<file path="config.mk">
export PLATFORM = sky130hd
export DESIGN_NAME = fts_top
export DESIGN_NICKNAME = d
export VERILOG_FILES = /design/src/common/fts_pkg.sv /design/src/common/fts_stream_if.sv /design/src/design/fts_fifo.sv /design/src/design/fts_top.sv
export SDC_FILE = /design/constraint.sdc
export NUM_CORES = 1
export LEC_CHECK = 0
export BUFFER_PORTS_ARGS = -buffer_cell sky130_fd_sc_hd__buf_2
export CAP_MARGIN = 20
export CORE_MARGIN = 2
export CORE_UTILIZATION = 58
export DETAILED_ROUTE_END_ITERATION = 7
export PLACE_DENSITY = 0.9
export SYNTH_ARGS = -nofsm -noshare
export SYNTH_HDL_FRONTEND = slang
export SYNTH_SLANG_ARGS = --single-unit
</file>
<file path="constraint.sdc">
create_clock -name CLK -period 11.35 [get_ports CLK]
set_input_delay 2.27 -clock CLK [delete_from_list [all_inputs] [get_ports CLK]]
set_output_delay 2.27 -clock CLK [all_outputs]
set_load 0.02 [all_outputs]
</file>
<file path="src/common/fts_pkg.sv">
// Constants shared by the frame timestamp unit
// Operation
// Keep a free-running 32-bit timer as the local time base; with PERIOD_EN set the code instead wraps it at PERIOD, keeping the remainder.
// Correction logic adjusts timer rate or value for master synchronization.
// Optional interrupt each time a programmable timer period elapses.
// Capture the timer when a received frame's start delimiter is detected.
// Hand the receive timestamp to that frame's receive descriptor.
// Timestamp every received frame, PTP or not; a delimiter arriving at a full FIFO is dropped and reported on RX_TS_LOST.
// Driver flags PTP event frames for timestamping in the transmit descriptor.
// Store flagged transmit frame timestamps in a dedicated register.
// Raise an interrupt once a new transmit timestamp is stored.
// Capture the transmit timestamp when the outgoing start delimiter is sent.
package fts_pkg;
  // ****************************************
  // Widths and FIFO depth
  // ****************************************
  localparam int FTS_TW = 32;
  localparam int FTS_INCW = 8;
  localparam int FTS_FIFO_DEPTH = 4;
  // ****************************************
  // Reset values and the constant one
  // ****************************************
  localparam logic [FTS_TW-1:0] FTS_TIMER_RST = 32'h0000_0000;
  localparam logic [FTS_TW-1:0] FTS_CORR_CNT_RST = 32'h0000_0000;
  localparam logic [FTS_TW-1:0] FTS_TX_TS_RST = 32'h0000_0000;
  localparam logic [FTS_TW-1:0] FTS_ONE = 32'h0000_0001;
endpackage

</file>
<file path="src/common/fts_stream_if.sv">
// Valid/ready word stream between the unit and its timestamp FIFO
`timescale 1ns/100ps
`default_nettype none
interface fts_stream_if #(parameter int WIDTH = 32);
  logic valid;
  logic ready;
  logic [WIDTH-1:0] data;
  modport src (output valid, output data, input ready);
  modport snk (input valid, input data, output ready);
endinterface // fts_stream_if
`default_nettype wire

</file>
<file path="src/design/fts_fifo.sv">
// Small shift-register FIFO; the head word always comes from a flip-flop
`timescale 1ns/100ps
`default_nettype none
module fts_fifo #(
  parameter int WIDTH = 32,
  parameter int DEPTH = 4
) (
  // Clock and reset
  input wire logic clk,
  input wire logic rst,
  // Fill side
  fts_stream_if.snk wr,
  // Drain side
  fts_stream_if.src rd
);
  localparam int CW = $clog2(DEPTH + 1);
  localparam logic [CW-1:0] CNT_ONE = CW'(1);
  localparam logic [CW-1:0] CNT_FULL = CW'(DEPTH);

  logic [WIDTH-1:0] mem_r [DEPTH];
  logic [CW-1:0] cnt_r;
  logic [CW-1:0] cnt_nxt;
  wire push = wr.valid && wr.ready;
  wire pop = rd.valid && rd.ready;

  assign wr.ready = (cnt_r != CNT_FULL);
  assign rd.valid = (cnt_r != '0);
  assign rd.data = mem_r[0];
  assign cnt_nxt = cnt_r + (push ? CNT_ONE : '0) - (pop ? CNT_ONE : '0);

  // ****************************************
  // Storage, one slot per entry
  // ****************************************
  // On a pop every entry moves one place toward the head, so a push lands one slot lower
  for (genvar i = 0; i < DEPTH; i++) begin : g_slot
    localparam logic [CW-1:0] IDX = CW'(i);
    localparam logic [CW-1:0] IDX1 = CW'(i + 1);
    wire take_in = push && (pop ? (cnt_r == IDX1) : (cnt_r == IDX));
    if (i < DEPTH - 1) begin : g_mid
      always_ff @(posedge clk or posedge rst) begin
        if (rst) begin
          mem_r[i] <= '0;
        end else if (take_in) begin
          mem_r[i] <= wr.data;
        end else if (pop) begin
          mem_r[i] <= mem_r[i+1];
        end
      end
    end else begin : g_last
      always_ff @(posedge clk or posedge rst) begin
        if (rst) begin
          mem_r[i] <= '0;
        end else if (take_in) begin
          mem_r[i] <= wr.data;
        end
      end
    end
  end

  always_ff @(posedge clk or posedge rst) begin
    if (rst) begin
      cnt_r <= '0;
    end else begin
      cnt_r <= cnt_nxt;
    end
  end
endmodule // fts_fifo
`default_nettype wire

</file>
<file path="src/design/fts_top.sv">
// Frame timestamp unit: adjustable timer, period event, receive and transmit capture
`timescale 1ns/100ps
`default_nettype none
module fts_top (
  // Clock and reset
  input wire logic CLK,
  input wire logic RST,
  // Timer control
  input wire logic [fts_pkg::FTS_INCW-1:0] INC,
  input wire logic [fts_pkg::FTS_INCW-1:0] CORR_INC,
  input wire logic [fts_pkg::FTS_TW-1:0] CORR_PERIOD,
  input wire logic LOAD,
  input wire logic [fts_pkg::FTS_TW-1:0] LOAD_VAL,
  output logic [fts_pkg::FTS_TW-1:0] TIMER,
  // Period event
  input wire logic PERIOD_EN,
  input wire logic [fts_pkg::FTS_TW-1:0] PERIOD,
  input wire logic PERIOD_ACK,
  output logic PERIOD_IRQ,
  // Receive capture
  input wire logic RX_SFD,
  output logic RX_CAP_READY,
  output logic RX_TS_LOST,
  output logic RX_TS_VALID,
  input wire logic RX_TS_READY,
  output logic [fts_pkg::FTS_TW-1:0] RX_TS,
  // Transmit capture
  input wire logic TX_SFD,
  input wire logic TX_TS_REQ,
  input wire logic TX_TS_ACK,
  output logic [fts_pkg::FTS_TW-1:0] TX_TS,
  output logic TX_TS_IRQ
);
  import fts_pkg::*;

  logic [FTS_TW-1:0] timer_r;
  logic [FTS_TW-1:0] timer_nxt;
  logic [FTS_TW-1:0] corr_cnt_r;
  logic [FTS_TW-1:0] corr_cnt_nxt;
  logic period_irq_r;
  logic rx_lost_r;
  logic [FTS_TW-1:0] tx_ts_r;
  logic tx_irq_r;

  // ****************************************
  // Timer step and correction
  // ****************************************
  // A zero correction period turns correction off
  wire corr_on = (CORR_PERIOD != '0);
  wire corr_hit = corr_on && (corr_cnt_r == CORR_PERIOD - FTS_ONE);
  wire [FTS_INCW-1:0] step = corr_hit ? CORR_INC : INC;
  wire [FTS_TW:0] sum = {1'b0, timer_r} + {{(FTS_TW + 1 - FTS_INCW){1'b0}}, step};
  // Wrap at the period; the remainder is kept so no time is lost across the wrap
  wire wrap = PERIOD_EN && (sum >= {1'b0, PERIOD});
  wire [FTS_TW:0] sum_wrapped = sum - {1'b0, PERIOD};
  wire period_evt = wrap && !LOAD;

  assign corr_cnt_nxt = (!corr_on || corr_hit) ? FTS_CORR_CNT_RST : corr_cnt_r + FTS_ONE;
  assign timer_nxt = LOAD ? LOAD_VAL : (wrap ? sum_wrapped[FTS_TW-1:0] : sum[FTS_TW-1:0]);

  always_ff @(posedge CLK or posedge RST) begin
    if (RST) begin
      timer_r <= FTS_TIMER_RST;
      corr_cnt_r <= FTS_CORR_CNT_RST;
    end else begin
      timer_r <= timer_nxt;
      corr_cnt_r <= corr_cnt_nxt;
    end
  end

  // Event wins over a simultaneous acknowledge
  always_ff @(posedge CLK or posedge RST) begin
    if (RST) begin
      period_irq_r <= 1'b0;
    end else begin
      period_irq_r <= period_evt || (period_irq_r && !PERIOD_ACK);
    end
  end

  // ****************************************
  // Receive capture
  // ****************************************
  fts_stream_if #(.WIDTH(FTS_TW)) rx_fill ();
  fts_stream_if #(.WIDTH(FTS_TW)) rx_drain ();

  // Every start delimiter is offered, whatever the frame carries
  assign rx_fill.valid = RX_SFD;
  assign rx_fill.data = timer_r;
  assign RX_CAP_READY = rx_fill.ready;
  assign RX_TS_VALID = rx_drain.valid;
  assign RX_TS = rx_drain.data;
  assign rx_drain.ready = RX_TS_READY;

  fts_fifo #(.WIDTH(FTS_TW), .DEPTH(FTS_FIFO_DEPTH)) u_rx_fifo (
    .clk(CLK),
    .rst(RST),
    .wr(rx_fill),
    .rd(rx_drain)
  );

  // A delimiter cannot be held back, so a full FIFO drops it and says so
  always_ff @(posedge CLK or posedge RST) begin
    if (RST) begin
      rx_lost_r <= 1'b0;
    end else begin
      rx_lost_r <= RX_SFD && !rx_fill.ready;
    end
  end

  // ****************************************
  // Transmit capture
  // ****************************************
  wire tx_cap = TX_SFD && TX_TS_REQ;

  always_ff @(posedge CLK or posedge RST) begin
    if (RST) begin
      tx_ts_r <= FTS_TX_TS_RST;
    end else if (tx_cap) begin
      tx_ts_r <= timer_r;
    end
  end

  always_ff @(posedge CLK or posedge RST) begin
    if (RST) begin
      tx_irq_r <= 1'b0;
    end else begin
      tx_irq_r <= tx_cap || (tx_irq_r && !TX_TS_ACK);
    end
  end

  assign TIMER = timer_r;
  assign PERIOD_IRQ = period_irq_r;
  assign RX_TS_LOST = rx_lost_r;
  assign TX_TS = tx_ts_r;
  assign TX_TS_IRQ = tx_irq_r;
endmodule // fts_top
`default_nettype wire

</file>
==> results.toml, run 1 <==
[outcome]
status = "completed"

[setup_path]
reg2reg_depth = 28
critPathMaxFanout = 9
critPathKind = "input port to flop"
cp.required_ns = 11.74
arrival_ns = 10.93
crit_top_cell = "o21ai_0"
max_stage_delay_ns = 0.80
start_kind = "input port"
cp-end-kind = "flop"
cp_slowest_cell = "o311ai_0"

[yosys]
synth_area_um2 = 14100
netlist.area_leader.share = 0.409
yosysSeqAreaShare = 0.409
async_reset_ff_frac = 1.00
synthCells = 1513
synthesis.nets = 1683
ys_seq_elements = 230
syn_avg_cell_area_um2 = 9.31
synth.area.top_cells = "dfrtp_1 (41%), mux2_2 (5.8%), mux2i_1 (5.2%), nand2_1 (4.7%), xnor2_1 (4.4%)"
yosys.area.top_type = "dfrtp_1"
ys.flop_type = "dfrtp_1"
yosysWarnings = 0
synth_cell_type_count = 65
synth_edf_count = 0

[floorplan]
coreArea_um2 = 24100
dieWidth_um = 160
start_util = 0.584
row_count = 57
die_h_um = 160
pin_count = 223
die_area_um2 = 25600

[sta]
finClkSkew_ns = 0.0124
tightest_slew_ns = 1.05
finalCritPeriodShare = 0.929
setup_viol = 0
drv_slew = 0
period_minus_slack_ns = 10.54
setup_tns_ns = 0
clock.fmax_mhz = 94.9
slew_headroom = 0.301
hold_violations = 0
rsz0062_at_grt = "false"
fin_hold_ws_ns = 0.502

[cts]
clkSinkCount = 230
cts_tree = "yes"
path_clk_slew_ns = 0.06
ctsHoldBuffers = 0
post_cts_buffers = 0
clock_latency_ns = 0.51
cts_buffer_depth = 3
root_buffer = "clkbuf_16"
cts-buffers-inserted = 25
htreeDepth = 1
cts_resized = 0

[final_layout]
utilization = 0.664
multi_input_area_um2 = 7530
layout-drive-gt1-share = 0.220
n_antenna_cell = 0
num-nets-final = 1821
fillerInstances = 1889
area_delta_synth_final_pct = 13.5
seq_area_um2 = 5760
finalNonFillerCells = 1988

[routing]
vias = 11947
drt-initial-drc-count = 1121
drt-total-wl_um = 36800
ant_nets = 0
post_drt_wl_per_cell_um = 18.5
drc = 0
firstDrtPassIters = 5
routed_via_density = 6.01

[power]
p_per_area_nw_per_um2 = 237
finalPower_mw = 3.78
ir_worst_vdd_mv = 0.204
power_leakage_nw = 7.51

[placed_design]
port_buffers = 222
dp_hpwl_um = 25900
place.gp.congestion = 1.01
dp.cells = 1946

[global_route]
grt_max_degree = 154
antenna_found_initial = 0
grt_pass1_vias = 11716
grt_usage = 0.281
grt_pass1_wl_um = 59200
grt_overflow_total = 0

[min_path]
whs_path_depth = 1
hold_path_class = "flop to flop"

[job]
max_cap_viol_count = 0
cell usage in the layout, fill, tap and decap left out, drive strengths merged, types with 8 or more instances in the layout:
| master | count |
|---|---|
| xor2 | 60 |
| o21ai | 103 |
| nand3 | 40 |
| nor4 | 10 |
| o21a | 8 |
| xnor2 | 71 |
| ha | 45 |
| nand4 | 12 |
| nor2b | 9 |
| inv | 65 |
| a21oi | 46 |
| and3 | 23 |
| nor2 | 103 |
| a21o | 18 |
| buf | 235 |
| a31oi | 9 |
| o211ai | 8 |
| a221oi | 9 |
| a221o | 35 |
| mux2i | 73 |
| dfrtp | 230 |
| nor3 | 66 |
| mux2 | 73 |
| nand2 | 178 |
| nand2b | 8 |
| clkbuf | 32 |
flip-flops by register name (all words and copies together) (netlist names):
signal             cells
PERIOD_IRQ             1
TX_TS_IRQ              1
u_rx_fifo.mem_r       96
corr_cnt_r            32
u_rx_fifo.cnt_r        3
u_rx_fifo.rd.data     32
RX_TS_LOST             1
TIMER                 32
TX_TS                 32
layer usage:
layer	vias to the layer above	global-route usage	share of wire
met5	-	0	0
met4	0	0.0966	0.029
met3	84	0.0358	0.085
met2	562	0.447	0.45
met1	5761	0.401	0.43
li1	5540	-	-
final cells by class:
| cell class | count | area share |
|---|---|---|
| Clock inverter | 8 | 0.00767 |
| Clock buffer | 32 | 0.0426 |
| Multi-Input combinational cell | 1095 | 0.471 |
| Tap cell | 324 | 0.0253 |
| Inverter | 64 | 0.0155 |
| Sequential cell | 230 | 0.360 |
| Timing Repair Buffer | 235 | 0.0781 |
metrics by stage:
stage	instance area [um^2]	setup slack, ns
5_1_grt	16000	0.282
6_report	16000	0.809
4_1_cts	15900	0.984
2_1_floorplan	14100	1.94
3_5_place_dp	15100	0.492
3_3_place_gp	15100	0.740
power breakdown:
group          switching (mW)  total [mW]  internal [mW]
registers               0.253        1.36           1.11
logic                   0.932        1.62          0.688
clock network           0.315       0.803          0.488
total                    1.50        3.78           2.28
logic make-up after synthesis:
| logic type | synth area share |
|---|---|
| DFF | 0.409 |
| AOI/OAI and AO/OA | 0.135 |
| xor gates and xnor gates | 0.0814 |
| muxes | 0.110 |
| buffers and inverters | 0.0589 |
| adders and majority gates | 0.0442 |
| and+or+nand+nor | 0.161 |
path summary, 6_finish.rpt:
check | startpoint | endpoint | slack [ns]
hold reg to reg | TX_TS[24] | TX_TS[24] | 0.50
min in group asynchronous | RST | u_rx_fifo.rd.data[22] | 1.76
setup reg to reg | corr_cnt_r[8] | TIMER[29] | 3.05
hold / removal | TX_TS[24] | TX_TS[24] | 0.50
setup / recovery | CORR_PERIOD[12] | TIMER[29] | 0.81
max in group asynchronous | RST | u_rx_fifo.mem_r[39] | 8.09
synth_stat cells (all sizes together), types with 12 or more instances:
library cell and count:
dfrtp 230, nand2 178, nor2 103, o21ai 103, clkbuf 79, mux2 73, mux2i 73, xnor2 71
nor3 66, inv 64, xor2 60, a21oi 46, buf 45, ha 45, nand3 40, a221o 35
and3 23, a21o 18, nand4 12
worst max-delay path, delay by kind of cell:
kind                     cells  cell delay [ns]
multiplexers                 1             0.41
adder cells (fa/ha/maj)      2             0.72
AND/OR/NAND/NOR             13             4.13
XOR/XNOR                     2             0.19
AO/OA/AOI/OAI               12             3.08
buffers and inverters        1             0.13
Power figures use the tool's default switching activity.
==> inputs of run 2 (changes only) <==
--- a/config.mk
+++ b/config.mk
@@ -10,7 +10,7 @@
 export CORE_MARGIN = 2
 export CORE_UTILIZATION = 58
 export DETAILED_ROUTE_END_ITERATION = 7
-export PLACE_DENSITY = 0.9
+export PLACE_DENSITY = 0.81
 export SYNTH_ARGS = -nofsm -noshare
 export SYNTH_HDL_FRONTEND = slang
 export SYNTH_SLANG_ARGS = --single-unit
==> results.toml, run 2 (synthesized netlist as in run 1, its figures left out) <==
[job]
max_cap_viol_count = 0

[placed_design]
place.gp.congestion = 0.955
port_buffers = 222
dp_hpwl_um = 25500

[final_layout]
area_delta_synth_final_pct = 13.4
final_cell_mix = "dfrtp_1 (230), buf_2 (222), nand2_1 (177)"
largest_register_ffs = 96
top_register = "u_rx_fifo.mem_r"
seq_area_um2 = 5760
fillerInstances = 2001
layout-drive-gt1-share = 0.221
num-nets-final = 1820
n_antenna_cell = 0
layout_commonest_cell = "dfrtp_1"
utilization = 0.663
multi_input_area_um2 = 7530

[cts]
cts_buffer_depth = 3
post_cts_buffers = 0
clock_latency_ns = 0.51
cts_resized = 0
path_clk_slew_ns = 0.06
ctsHoldBuffers = 0
clkSinkCount = 230
cts-buffers-inserted = 25
cts_tree = "yes"
root_buffer = "clkbuf_16"
htreeDepth = 1

[floorplan]
die_h_um = 160
row_count = 57
start_util = 0.584
dieWidth_um = 160
coreArea_um2 = 24100
die_area_um2 = 25600
pin_count = 223

[setup_path]
regToRegSetupSlack_ns = 3.43
critPathLaunch = "CORR_PERIOD[12]"
critPathMaxFanout = 39
cp_slowest_cell = "a31o_2"
reg2reg_from = "corr_cnt_r[21]"
max_stage_delay_ns = 0.73
cp-end-kind = "flop"
cp.required_ns = 11.75
critPathCapture = "TIMER[0]"
start_kind = "input port"
critPathKind = "input port to flop"
arrival_ns = 10.63
crit_top_cell = "a21o_1"
reg2reg_to = "TIMER[0]"
reg2reg_depth = 29

[sta]
setup_tns_ns = 0
clock.fmax_mhz = 97.7
tightest_slew_ns = 1.05
setup_viol = 0
drv_slew = 0
fin_hold_ws_ns = 0.488
finClkSkew_ns = 0.00691
rsz0062_at_grt = "false"
finalCritPeriodShare = 0.902
hold_violations = 0
period_minus_slack_ns = 10.24
slew_headroom = 0.301

[routing]
ant_nets = 0
post_drt_wl_per_cell_um = 18.1
firstDrtPassIters = 5
routed_via_density = 5.93
drt-initial-drc-count = 895
drt-total-wl_um = 35900
vias = 11805
drc = 0

[min_path]
hold_path_class = "flop to flop"
hold_start = "TX_TS[31]"

[global_route]
grt_pass1_vias = 11446
grt_overflow_total = 0
grt_max_degree = 108
antenna_found_initial = 0
grt_pass1_wl_um = 58300
grt_usage = 0.276

[power]
netSwitchingFraction = 0.398
ir_worst_vdd_mv = 0.201
power_frac_seq = 0.358
pwr-share-comb = 0.426
intPower_mw = 2.28
p_per_area_nw_per_um2 = 237
clockPowerShare = 0.216
switchingPower_mw = 1.51
power_leakage_nw = 7.50

[outcome]
status = "completed"
==> run 2: changes by cell type in the layout (fill, tap and decap cells not counted) <==
cell,change
clkinv_2,+1
buf_16,-2
clkinvlp_4,+1
buf_4,+1
bufinv_16,-1
inv_6,-1
clkbuf_8,+3
inv_8,+1
==> run 2: power by group through the flow <==
stage	clock network (mW)	registers (mW)	logic, mW
after floorplan	0	1.35	1.21
after global placement	0	1.34	1.55
after detailed placement	0	1.36	1.60
after CTS	0.826	1.35	1.61
after global routing	0.865	1.39	1.77
final	0.819	1.36	1.62
==> run 2: cell type report <==
cell class                 instances  area share
inverter                          64      0.0155
sequential                       230       0.360
multi-input combinational       1095       0.472
clock buffer                      35      0.0453
timing repair buffer             234      0.0752
clock inverter                     9     0.00674
tap                              324      0.0254
==> run 2: per-layer routing <==
metal	track usage	share of wire	up-vias
met5	0	0	-
met4	0.0647	0.016	0
met3	0.0345	0.075	53
met2	0.442	0.46	456
met1	0.403	0.44	5741
li1	-	-	5555
==> run 2: critical path, delay by kind of cell <==
| kind | cells | cell delay, ns |
|---|---|---|
| buffers and inverters | 3 | 0.53 |
| AO/OA/AOI/OAI | 14 | 2.87 |
| adder cells (fa/ha/maj) | 3 | 0.93 |
| XOR/XNOR | 1 | 0.23 |
| multiplexers | 2 | 0.53 |
| AND/OR/NAND/NOR | 9 | 3.25 |
==> run 2: worst min-delay path by stage <==
stage / cells past startpoint / endpoint
floorplan: 1 / u_rx_fifo.mem_r[64]
global placement: 2 / TX_TS[1]
detailed placement: 2 / TX_TS[31]
CTS: 2 / TX_TS[31]
global route: 1 / TX_TS[23]
finish: 2 / TX_TS[31]
==> run 2: per-stage QoR <==
| step | area, um^2 | power [mW] | cells | setup WS, ns |
|---|---|---|---|---|
| 2_1_floorplan | 14100 | 2.55 | 1513 | 1.94 |
| 4_1_cts | 16000 | 3.79 | 1991 | 1.17 |
| 3_5_place_dp | 15100 | 2.96 | 1947 | 0.667 |
| 6_report | 16000 | 3.79 | 1991 | 1.11 |
| 5_1_grt | 16000 | 4.02 | 1991 | 0.435 |
| 3_3_place_gp | 15100 | 2.90 | 1947 | 0.791 |
